$ cat config.mk
export PLATFORM = sky130hd
export DESIGN_NAME = eif_ext_irq_filter
export DESIGN_NICKNAME = d
export VERILOG_FILES = /design/src/rtl/eif_pkg.sv /design/src/rtl/eif_flt_if.sv /design/src/rtl/eif_noise_filter.sv /design/src/rtl/eif_fetch_trap.sv /design/src/rtl/eif_ext_irq_filter.sv
export VERILOG_INCLUDE_DIRS = /design/src /design/src/rtl
export SDC_FILE = /design/constraint.sdc
export NUM_CORES = 1
export LEC_CHECK = 0
export ABC_CLOCK_PERIOD_IN_PS = 3310
export CAP_MARGIN = 20
export CORE_AREA = 2 2 117 119
export CTS_CLUSTER_SIZE = 20
export DETAILED_ROUTE_END_ITERATION = 16
export DIE_AREA = 0 0 119 121
export DONT_BUFFER_PORTS = 1
export GPL_ROUTABILITY_DRIVEN = 0
export SLEW_MARGIN = 10
export SYNTH_ARGS = -nofsm -noshare
export SYNTH_HDL_FRONTEND = slang
export SYNTH_SLANG_ARGS = --single-unit
$ cat constraint.sdc
create_clock -name sys_clk -period 3.31 [get_ports sys_clk]
set_input_delay 0.662 -clock sys_clk [delete_from_list [all_inputs] [get_ports sys_clk]]
set_output_delay 0.662 -clock sys_clk [all_outputs]
set_load 0.05 [all_outputs]
$ cat src/rtl/eif_map.svh
// register offsets, field positions, reset values and timing counts
`ifndef EIF_MAP_SVH
`define EIF_MAP_SVH
`define EIF_ADDR_CTRL 8'h37
`define EIF_ADDR_STAT 8'h40
`define EIF_ADDR_MASK 8'h41
`define EIF_ADDR_LVL 8'h42
`define EIF_CTRL_RST 8'h00
`define EIF_CTRL_WMASK 8'hFE
`define EIF_STAT_RST 6'h00
`define EIF_MASK_RST 6'h00
`define EIF_BIT_NOISE 7
`define EIF_BIT_PINSEL 6
`define EIF_FLD_TRIG3 5:4
`define EIF_FLD_TRIG4 3:2
`define EIF_BIT_TRIG1 1
`define EIF_STAT_TRAP 5
`define EIF_SYS_HZ 100000000
`define EIF_FC_HZ 100000000
`define EIF_SYS_PER_FC (`EIF_SYS_HZ / `EIF_FC_HZ)
`define EIF_ACC_FC_05 7
`define EIF_ACC_FC_1L 193
`define EIF_ACC_FC_1S 49
`define EIF_ACC_FC_34 25
`define EIF_ACC_FS_X2 7
`define EIF_CYC_05 8'(`EIF_ACC_FC_05 * `EIF_SYS_PER_FC)
`define EIF_CYC_1L 8'(`EIF_ACC_FC_1L * `EIF_SYS_PER_FC)
`define EIF_CYC_1S 8'(`EIF_ACC_FC_1S * `EIF_SYS_PER_FC)
`define EIF_CYC_34 8'(`EIF_ACC_FC_34 * `EIF_SYS_PER_FC)
`define EIF_TICK_SLOW 8'(`EIF_ACC_FS_X2 / 2)
`endif

$ cat src/rtl/eif_pkg.sv
// types shared by the external interrupt filter modules
package eif_pkg;
  typedef enum logic [1:0] {
    EIF_TRIG_RISE = 2'h0,
    EIF_TRIG_FALL = 2'h1,
    EIF_TRIG_BOTH = 2'h2,
    EIF_TRIG_HIGH = 2'h3
  } eif_trig_type;
  typedef struct packed {
    logic [1:0] warm;
    logic primed;
    logic s1;
    logic s2;
    logic filt;
    logic rise;
    logic fall;
    logic [7:0] cnt;
  } eif_flt_state_type;
  typedef struct packed {
    logic reset_req;
    logic trap_irq;
  } eif_trap_state_type;
  typedef struct packed {
    logic [7:0] ctrl;
    logic [5:0] stat;
    logic [5:0] mask;
    logic [7:0] rdata;
    logic [4:0] armed;
    logic [4:0] latch;
    logic [4:0] req;
    logic port;
  } eif_top_state_type;
endpackage

$ cat src/rtl/eif_flt_if.sv
// per-channel link between the controller and one noise filter
`timescale 1ns/1ps
interface eif_flt_if;
  logic pin;
  logic tick;
  logic [7:0] thresh;
  logic level;
  logic rise;
  logic fall;
  modport filt (input pin, input tick, input thresh, output level, output rise, output fall);
  modport ctl (output pin, output tick, output thresh, input level, input rise, input fall);
endinterface

$ cat src/rtl/eif_noise_filter.sv
// one synchroniser plus stability-counter noise filter
`timescale 1ns/1ps
module eif_noise_filter
  import eif_pkg::*;
(
  input wire logic sys_clk,
  input wire logic nrst,
  input wire logic clk_en,
  eif_flt_if.filt f
);
  eif_flt_state_type q;
  eif_flt_state_type next_q;

  always_comb begin
    next_q = q;
    next_q.s1 = f.pin;
    next_q.s2 = q.s1;
    next_q.warm = {q.warm[0], 1'b1};
    next_q.rise = 1'b0;
    next_q.fall = 1'b0;
    if (!q.primed) begin
      // adopt the settled level without an edge, so a pin high at release is silent
      if (q.warm[1]) begin
        next_q.primed = 1'b1;
        next_q.filt = q.s2;
      end
    end else if (q.s2 == q.filt) begin
      next_q.cnt = 8'h00;
    end else if (f.tick) begin
      // threshold is compared live, so a new noise time acts at once
      if (q.cnt + 8'h01 >= f.thresh) begin
        next_q.filt = q.s2;
        next_q.cnt = 8'h00;
        next_q.rise = q.s2;
        next_q.fall = !q.s2;
      end else begin
        next_q.cnt = q.cnt + 8'h01;
      end
    end
  end

  always_ff @(posedge sys_clk or negedge nrst) begin
    if (!nrst) begin
      q <= '0;
    end else if (clk_en) begin
      q <= next_q;
    end
  end

  assign f.level = q.filt;
  assign f.rise = q.rise;
  assign f.fall = q.fall;
endmodule

$ cat src/rtl/eif_fetch_trap.sv
// routes an illegal-area fetch to reset or to the trap interrupt
`timescale 1ns/1ps
module eif_fetch_trap
  import eif_pkg::*;
(
  input wire logic sys_clk,
  input wire logic nrst,
  input wire logic clk_en,
  input wire logic fetch_in_trap,
  input wire logic trap_irq_mode,
  output logic trap_reset,
  output logic fetch_trap_irq
);
  eif_trap_state_type q;
  eif_trap_state_type next_q;

  always_comb begin
    // no gating by masks or by a running nmi: the trap must preempt anything
    next_q.reset_req = fetch_in_trap && !trap_irq_mode;
    next_q.trap_irq = fetch_in_trap && trap_irq_mode;
  end

  always_ff @(posedge sys_clk or negedge nrst) begin
    if (!nrst) begin
      q <= '0;
    end else if (clk_en) begin
      q <= next_q;
    end
  end

  assign trap_reset = q.reset_req;
  assign fetch_trap_irq = q.trap_irq;
endmodule

$ cat src/rtl/eif_ext_irq_filter.sv
// external interrupt front end: filters, trigger select, latches, registers
//
// The implementer's own choice: strobed register access.
`timescale 1ns/1ps
`include "eif_map.svh"

// Function
// - illegal-area fetch gives reset or trap interrupt, chosen by watchdog control bit
// - trap interrupt taken at once, even while a non-maskable interrupt runs
// - five external interrupt inputs, each with a digital noise filter
// - inputs zero and five fall-edge only; zero needs master, flag and pin select
// - inputs zero and five reject under 2, accept 7 fast clocks or more
// - input one rejects under 63 or 15, accepts 193 or 49 fast clocks
// - inputs three and four reject under 7, accept 25 fast clocks or more
// - in slow modes all filters reject under 1, accept 3.5 slow clocks
// - clean edge sets latch within acceptance time plus six slow clocks
// - with pin select clear, latch zero never sets; pin is a plain port
// - control bit 6 picks port or interrupt zero; reset picks port
// - three and four: rise, fall, both, high; one: rise or fall
// - only inputs one, three and four have selectable triggers
// - new noise time of input one applies within 64 fast clocks
// - high-level mode needs a rising edge after reset before any request
// - shared pins driven as outputs may fake requests; software masks them
module eif_ext_irq_filter
  import eif_pkg::*;
(
  input wire logic sys_clk,
  input wire logic nrst,
  input wire logic clk_en,
  input wire logic [7:0] reg_addr,
  input wire logic [7:0] reg_wdata,
  input wire logic reg_wr,
  input wire logic reg_rd,
  output logic [7:0] reg_rdata,
  input wire logic ext_irq_zero,
  input wire logic ext_irq_one,
  input wire logic ext_irq_three,
  input wire logic ext_irq_four,
  input wire logic ext_irq_five,
  input wire logic low_speed_mode,
  input wire logic low_freq_tick,
  input wire logic master_irq_enable,
  input wire logic enable_flag_four,
  input wire logic enable_flag_five,
  input wire logic enable_flag_eleven,
  input wire logic enable_flag_fourteen,
  input wire logic enable_flag_fifteen,
  input wire logic latch_eleven_gate,
  input wire logic fetch_in_trap,
  input wire logic trap_irq_mode,
  output logic [4:0] irq_latch_set,
  output logic [4:0] irq_request,
  output logic shared_port_bit,
  output logic trap_reset,
  output logic fetch_trap_irq,
  output logic irq
);

  // ----------------------------------------
  // state and channel wiring
  // ----------------------------------------
  eif_top_state_type q;
  eif_top_state_type next_q;
  logic [4:0] pin_v;
  logic [4:0] lvl;
  logic [4:0] ch_rise;
  logic [4:0] ch_fall;
  logic [4:0] ev;
  logic [4:0] en;
  logic [7:0] thr [5];
  logic tick;
  logic pin_sel;
  logic [5:0] clr;
  eif_trig_type trig3;
  eif_trig_type trig4;

  // channel order: zero, one, three, four, five
  assign pin_v = {ext_irq_five, ext_irq_four, ext_irq_three, ext_irq_one, ext_irq_zero};
  assign pin_sel = q.ctrl[`EIF_BIT_PINSEL];
  assign trig3 = eif_trig_type'(q.ctrl[`EIF_FLD_TRIG3]);
  assign trig4 = eif_trig_type'(q.ctrl[`EIF_FLD_TRIG4]);

  // ----------------------------------------
  // noise filters
  // ----------------------------------------
  // slow modes count low clock ticks; 3 ticks of stability lie in 2..3.5 periods
  assign tick = low_speed_mode ? low_freq_tick : 1'b1;

  always_comb begin
    thr[0] = `EIF_CYC_05;
    thr[4] = `EIF_CYC_05;
    thr[1] = q.ctrl[`EIF_BIT_NOISE] ? `EIF_CYC_1S : `EIF_CYC_1L;
    thr[2] = `EIF_CYC_34;
    thr[3] = `EIF_CYC_34;
    if (low_speed_mode) begin
      for (int k = 0; k < 5; k++) begin
        thr[k] = `EIF_TICK_SLOW;
      end
    end
  end

  eif_flt_if flt[5] ();

  generate
    for (genvar k = 0; k < 5; k++) begin : g_ch
      assign flt[k].pin = pin_v[k];
      assign flt[k].tick = tick;
      assign flt[k].thresh = thr[k];
      assign lvl[k] = flt[k].level;
      assign ch_rise[k] = flt[k].rise;
      assign ch_fall[k] = flt[k].fall;
      // one filter per input keeps glitches off every line
      eif_noise_filter u_flt (
        .sys_clk(sys_clk),
        .nrst(nrst),
        .clk_en(clk_en),
        .f(flt[k])
      );
    end
  endgenerate

  // ----------------------------------------
  // fetch trap
  // ----------------------------------------
  eif_fetch_trap u_trap (
    .sys_clk(sys_clk),
    .nrst(nrst),
    .clk_en(clk_en),
    .fetch_in_trap(fetch_in_trap),
    .trap_irq_mode(trap_irq_mode),
    .trap_reset(trap_reset),
    .fetch_trap_irq(fetch_trap_irq)
  );

  // ----------------------------------------
  // trigger detection and enables
  // ----------------------------------------
  always_comb begin
    // fixed trigger on zero and five, selectable on the rest
    ev[0] = ch_fall[0] && pin_sel;
    ev[4] = ch_fall[4];
    ev[1] = q.ctrl[`EIF_BIT_TRIG1] ? ch_fall[1] : ch_rise[1];
    unique case (trig3)
      EIF_TRIG_RISE: ev[2] = ch_rise[2];
      EIF_TRIG_FALL: ev[2] = ch_fall[2];
      EIF_TRIG_BOTH: ev[2] = ch_rise[2] || ch_fall[2];
      EIF_TRIG_HIGH: ev[2] = lvl[2] && (q.armed[2] || ch_rise[2]);
    endcase
    unique case (trig4)
      EIF_TRIG_RISE: ev[3] = ch_rise[3];
      EIF_TRIG_FALL: ev[3] = ch_fall[3];
      EIF_TRIG_BOTH: ev[3] = ch_rise[3] || ch_fall[3];
      EIF_TRIG_HIGH: ev[3] = lvl[3] && (q.armed[3] || ch_rise[3]);
    endcase
  end

  always_comb begin
    // enable flags mask requests; software drops them around pin reconfiguration
    en[0] = master_irq_enable && enable_flag_four && pin_sel;
    en[1] = master_irq_enable && enable_flag_five;
    en[2] = master_irq_enable && enable_flag_eleven && latch_eleven_gate;
    en[3] = master_irq_enable && enable_flag_fourteen;
    en[4] = master_irq_enable && enable_flag_fifteen;
  end

  // ----------------------------------------
  // registers and next state
  // ----------------------------------------
  assign clr = (reg_wr && reg_addr == `EIF_ADDR_STAT) ? reg_wdata[5:0] : 6'h00;

  always_comb begin
    next_q = q;
    next_q.armed = q.armed | ch_rise;
    next_q.latch = ev;
    next_q.req = ev & en;
    // port read path only while the pin is not claimed by the interrupt
    next_q.port = pin_sel ? 1'b0 : ext_irq_zero;
    // a new event beats a clear in the same cycle
    next_q.stat = (q.stat & ~clr) | {fetch_trap_irq, ev};
    if (reg_wr) begin
      if (reg_addr == `EIF_ADDR_CTRL) begin
        // a rewrite may upset filters mid-count; software masks first
        next_q.ctrl = reg_wdata & `EIF_CTRL_WMASK;
      end
      if (reg_addr == `EIF_ADDR_MASK) begin
        next_q.mask = reg_wdata[5:0];
      end
    end
    next_q.rdata = 8'h00;
    if (reg_rd) begin
      unique case (reg_addr)
        `EIF_ADDR_CTRL: next_q.rdata = q.ctrl;
        `EIF_ADDR_STAT: next_q.rdata = {2'h0, q.stat};
        `EIF_ADDR_MASK: next_q.rdata = {2'h0, q.mask};
        `EIF_ADDR_LVL: next_q.rdata = {3'h0, lvl};
        default: next_q.rdata = 8'h00;
      endcase
    end
  end

  always_ff @(posedge sys_clk or negedge nrst) begin
    if (!nrst) begin
      q.ctrl <= `EIF_CTRL_RST;
      q.stat <= `EIF_STAT_RST;
      q.mask <= `EIF_MASK_RST;
      q.rdata <= 8'h00;
      q.armed <= 5'h00;
      q.latch <= 5'h00;
      q.req <= 5'h00;
      q.port <= 1'b0;
    end else if (clk_en) begin
      q <= next_q;
    end
  end

  assign reg_rdata = q.rdata;
  assign irq_latch_set = q.latch;
  assign irq_request = q.req;
  assign shared_port_bit = q.port;
  assign irq = |(q.stat & q.mask);

  // ----------------------------------------
  // checks
  // ----------------------------------------
  logic [7:0] fast_run;

  always_ff @(posedge sys_clk or negedge nrst) begin
    if (!nrst) begin
      fast_run <= 8'h00;
    end else if (clk_en && !low_speed_mode) begin
      fast_run <= (fast_run == 8'hFF) ? fast_run : fast_run + 8'h01;
    end else begin
      fast_run <= 8'h00;
    end
  end
endmodule

======== Yosys cells after proc, flatten, opt, wreduce, memory -nomap -nowiden ========
Cells that the tools add are included.
Widths: inputs -> output; s select.
cells by class
  $add $sub $neg .......................... 5
  magnitude comparators ................... 5
  eq/ne operators ......................... 30
  multiplexer cells ....................... 60
  bitwise logic cells ..................... 6
  reductions and logical operators ........ 48
operators with widths
  cell                 number
  $mux 8               12
  $mux 11              5
  $mux 10              5
  $add 8x1->8 const B  5
  $mux 35              1
  $ge 8x8->1           4
  $pmux 8 s4           1
  $mux 3               10
  $ne 2x2->1 const B   15
  $reduce_and 5->1     5
  $eq 8x7->1 const B   3
  $mux 1               23
  $reduce_and 3->1     7
  $reduce_bool 2->1    10
  $logic_and 1x1->1    13
  $and 6x6->6          2
  $eq 2x2->1 const B   4
  $eq 8x6->1 const B   1
  $ge 8x3->1           1
  $pmux 1 s4           2
  $logic_not 1->1      6
  $mux 6               1
  $not 6->6            1
  $or 6x6->6           1
  7 further kinds      16
word-level totals
  flip-flop bits (word level) ............. 125
  bits of input ports ..................... 37

======== Longest topological paths before layout ========
  word-level depth ........................ 7
  depth in mapped cells ................... 10

======== Hierarchy ========
A second synthesis with hierarchy kept.
unflattened totals
  cells, all modules ...................... 728
  area, all modules ....................... 7478.4 µm²
modules (own cells, without submodules)
  module                                instances  cells an instance  area an instance (µm²)
  eif_noise_filter (g_ch[0].u_flt ...)  4          106                1079.8
  eif_ext_irq_filter                    1          190                2082.0
  eif_noise_filter (g_ch[4].u_flt)      1          106                997.2
  eif_fetch_trap                        1          8                  80.1

======== Worst setup path after synthesis ========
Ideal clock, no wire load.
  kind .................................... reg2reg
  start ................................... register g_ch[0].u_flt.q[0] in the netlist's numbering
  end ..................................... register g_ch[0].u_flt.q, in the netlist g_ch[0].u_flt.f.level
  arrival time ............................ 2.158 ns
  slack ................................... 1.024 ns
  stages on the path, launching flop included .. 9
  period minus slack after synthesis ...... 2.286 ns
  path through ............................ dfrtp_1 ha_1 nor2b_1 or2_2 ha_1 a21o_1 a211oi_2 o22ai_1 mux2_1
on the way
  longest elaborated chain between the ends .. 4
ends and longest elaborated chain
  element                            RTL line                source
  start: declaration                 eif_noise_filter.sv:11  eif_flt_state_type q;
  start signal: assignment           eif_noise_filter.sv:46  q <= next_q;
  $add 8x1->8                        eif_noise_filter.sv:31  if (q.cnt + 8'h01 >= f.thresh) begin
  $ge 8x3->1                         eif_noise_filter.sv:31
  $ne 2x2->1 (no source line)        --
  $reduce_and 5->1 (no source line)  --
No other way between the ends.
A chain may end at the register's enable or synchronous reset.

======== Worst setup path after layout ========
  start ................................... register g_ch[1].u_flt.q[1] in the netlist's numbering
  end ..................................... register g_ch[1].u_flt.q[5] in the netlist's numbering
on the way
  longest elaborated chain between the ends .. 5
ends and longest elaborated chain
  element                   RTL line                                        source
  start: declaration        eif_noise_filter.sv:11
  start signal: assignment  eif_noise_filter.sv:46
  $add 8x1->8 *             eif_noise_filter.sv:31, eif_noise_filter.sv:37
  $ge 8x8->1                eif_noise_filter.sv:31
  $mux 8 *                  eif_noise_filter.sv:31
  $mux 11 *                 eif_noise_filter.sv:29                          end else if (f.tick) begin
  $mux 8 *                  eif_noise_filter.sv:27                          end else if (q.s2 == q.filt) begin
Every way passes the cells marked *; elsewhere a longest branch is shown, timed or not. The select of a mux whose other input is x is not followed.

==> flow_summary.toml <==
[critical_path]
worst_path_dominant_cell_family = "simple AND/OR/NAND/NOR gates"
timing.critical_path.fanout_max = 7
slowest_delay_ns = 0.49
critical_path_buf_inv_count = 0
worstSetupEndpointType = "flop"
timing.critical_path.from_type = "flop"
crit_arrival_ns = 2.96
timing_worst_setup_path_type = "flop to flop"
critPathMostFrequentCell = "sky130_fd_sc_hd__ha_1"
cell_by_cell_trace_of_the_critical_path = "ha_1 -> nand3_1 -> nor2_1 -> xor2_1 -> ha_1 -> a21o_1 -> a21oi_1 -> nor3b_2 -> a221o_1"
required_ns = 3.61
cell_with_the_largest_stage_delay_on_the_worst_path = "sky130_fd_sc_hd__nor3b_2"

[power_and_ir_drop]
p_int_mw = 2.52
p_seq_share_pct = 48.7
ir_worst_vdd_uv = 258
clockPowerShare_pct = 33.8
p_sw_mw = 1.05
proportion_of_total_power_due_to_net_switching_pct = 29.3
cellLeakagePower_nw = 2.73
power.combinational.fraction_pct = 17.6
cellPowerDensity_nw_per_um2 = 575

[clocking]
cts_tree = "done"
clockRootBuffer = "sky130_fd_sc_hd__clkbuf_16"
number_of_h_tree_levels = 3
cts-buffers-inserted = 9
cts.reportedPaths.clkPinSlew_ns = 0.07
clock_path_buffers = 2
clock_latency_ns = 0.36
clkSinkCount = 112

[synth]
synth_top_area_cell = "sky130_fd_sc_hd__dfrtp_1"
yosys.area.top_type_share_pct = 48.3
postSynthCellCount = 550
synth_warnings = 0
synthesis.area_per_instance_um2 = 10.5
synth_edf_count = 0
yosys-top-cells-area = "sky130_fd_sc_hd__dfrtp_1, sky130_fd_sc_hd__mux2_2, sky130_fd_sc_hd__ha_1"
synth_ff_type = "sky130_fd_sc_hd__dfrtp_1"
synth-seq-area-share_pct = 48.3
mappedNetlistArea_um2 = 5800
synth.ff_latch_count = 112
total_nets_after_synthesis = 604
share_of_async_settable_or_async_resettable_flops_after_synthesis_pct = 100
post_synth_num_cell_types = 70

[drt]
drtIter0Drc = 182
via_per_inst = 5.72
postRouteAntennaNets = 0
route.detailed.drc = 0
routed_wire_length_per_instance_um = 17.6
routed_wirelength_mm = 12.6
drt-pass1-iter-count = 4
routed-via-count = 4092

[timing]
timing.final.crit_share_pct = 80.6
max_freq_mhz = 375
grt_setup_unrepaired = "no"
worst_slew_pin_tran_ns = 0.676
finalSetupViolations = 0
layout_min_cycle_time_ns = 2.67
max-slew-margin-rel_pct = 54.8
finalMaxSlewViolations = 0
final-hold-violation-count = 0
setup_total_negative_slack_ns = 0
skew_ns = 0.00669

[placed_design]
place.port_buffers = 0
place_hpwl_mm = 8.64
dpl-instance-area_um2 = 5850

[global_routing]
antenna_found_initial = 0
grt_overflow_total = 0
track_usage_pct = 18.6
grt_pass1_vias = 4096
grt_start_max_net_pins = 113
global_route_wire_length_before_repair_mm = 21.1

[final_layout]
highest_count_cells_in_the_layout_ignoring_fill_and_taps = "sky130_fd_sc_hd__dfrtp_1, sky130_fd_sc_hd__nand2_1, sky130_fd_sc_hd__o21ai_0"
fill_cells = 1198
area_growth_syn_to_layout_pct = 7.06
n_antenna_cell = 0
final_core_utilization_pct = 47.4
post_route_cells_drive_above_1_share_pct = 12.0
layout_commonest_cell = "sky130_fd_sc_hd__dfrtp_1"
final_cell_area_um2 = 6210
design.final.nets = 589

[floorplanning]
ios = 59
core_area_um2 = 13100
die_area_um2 = 14400
die_x_um = 119
std_cell_rows = 42
die_h_um = 121
start_util_pct = 44.3

[run_status]
status = "finished clean"

[job]
timing.max_cap.violations = 0

[worst_hold_path]
hp-class = "primary input to async pin"
## power by group through the flow
stage | Clock [mW] | Sequential (mW) | Combinational, mW
finish | 1.21 | 1.74 | 0.627
global route | 1.29 | 1.77 | 0.726
CTS | 1.23 | 1.74 | 0.634
detailed placement | 0 | 1.77 | 0.594
global placement | 0 | 1.75 | 0.576
floorplan | 0 | 1.68 | 0.534
## path summary, 6_finish.rpt
path	start	endpoint	slack (ns)	depth (start not counted)
max	g_ch[1].u_flt.q[1]$_DFFE_PN0P_	g_ch[1].u_flt.q[5]$_DFFE_PN0P_	0.64	9
min	nrst	irq_request[3]$_DFFE_PN0P_	0.24	1
max reg2reg	g_ch[1].u_flt.q[1]$_DFFE_PN0P_	g_ch[1].u_flt.q[5]$_DFFE_PN0P_	0.64	9
min reg2reg	q[14]$_DFFE_PN0P_	q[14]$_DFFE_PN0P_	0.46	1
max in group asynchronous	nrst	g_ch[4].u_flt.q[2]$_DFFE_PN0P_	2.64	1
min in group sys_clk	trap_irq_mode	u_trap.trap_reset$_DFFE_PN0P_	0.39	1
## sequential cells by signal, indices dropped and copies added, names as in the netlist
name	flops
g_ch.u_flt.q	51
q	20
reg_rdata	8
g_ch.u_flt.next_q	6
g_ch.u_flt.f.fall	5
g_ch.u_flt.f.level	5
irq_latch_set	5
irq_request	5
g_ch.u_flt.f.rise	3
pin_sel	1
shared_port_bit	1
u_trap.fetch_trap_irq	1
u_trap.trap_reset	1
## synth_stat cells, types with 4 or more instances
cell type                     n
sky130_fd_sc_hd__o2bb2ai_1    4
sky130_fd_sc_hd__nor3_1       7
sky130_fd_sc_hd__a21oi_1     13
sky130_fd_sc_hd__and3_1       6
sky130_fd_sc_hd__ha_1        17
sky130_fd_sc_hd__xnor2_1     10
sky130_fd_sc_hd__xor2_1       7
sky130_fd_sc_hd__dfrtp_1    112
sky130_fd_sc_hd__a31oi_1      4
sky130_fd_sc_hd__o21ai_0     34
sky130_fd_sc_hd__mux2_2      27
sky130_fd_sc_hd__o32ai_1      4
sky130_fd_sc_hd__o22ai_1      9
sky130_fd_sc_hd__a22oi_1      8
sky130_fd_sc_hd__buf_4       19
sky130_fd_sc_hd__and4_1       5
sky130_fd_sc_hd__o2111ai_1    4
sky130_fd_sc_hd__nand2b_1    14
sky130_fd_sc_hd__a22o_1      12
sky130_fd_sc_hd__or2_2        5
sky130_fd_sc_hd__nand4_1      8
sky130_fd_sc_hd__and2_1       7
sky130_fd_sc_hd__nor2b_1     21
sky130_fd_sc_hd__clkbuf_1     5
sky130_fd_sc_hd__o211ai_1     5
sky130_fd_sc_hd__a21o_1       8
sky130_fd_sc_hd__nand3_1     22
sky130_fd_sc_hd__nand2_1     45
sky130_fd_sc_hd__nor2_1      18
sky130_fd_sc_hd__inv_1       33
## through the flow
step / total power [mW] / instances / setup WS (ns) / hold WS [ns]
after CTS: 3.60 / 716 / 0.653 / 0.278
after floorplan: 2.22 / 550 / 1.02 / 0.366
after global placement: 2.33 / 699 / 0.776 / 0.370
after global routing: 3.78 / 716 / 0.380 / 0.297
final: 3.57 / 716 / 0.643 / 0.237
after detailed placement: 2.36 / 699 / 0.699 / 0.369
## cell families after synthesis
logic type,Yosys count,synth area share (%)
buf+inv,61,5.20
fa+ha+maj,17,3.67
xor+xnor,17,2.57
flops,112,48.3
simple gates,178,17.4
mux,31,5.98
compound gates,134,16.8
## layer usage
metal,vias to the layer above,share of wire (%),track usage (%)
met5,-,0,0
met4,0,1.7,7.29
met3,14,4.4,2.82
met2,88,48,30.3
li1,1957,-,-
met1,2033,46,25.2
## repair_timing
action	CTS	global route
buffers inserted	0	0
hold buffers	1	0
endpoints found under the setup margin	0	0
gates resized for setup	0	0
hold endpoints to repair	112	0
## cell type report
class	count	area, um2	share of cell area, %
Timing Repair Buffer	2	35.0	0.564
Multi-Input combinational cell	377	2690	43.4
Tap cell	176	220	3.55
Clock inverter	5	78.8	1.27
Sequential cell	112	2800	45.2
Inverter	33	124	2.00
Clock buffer	11	253	4.07
No activity file was read; power rests on OpenSTA's default activity.
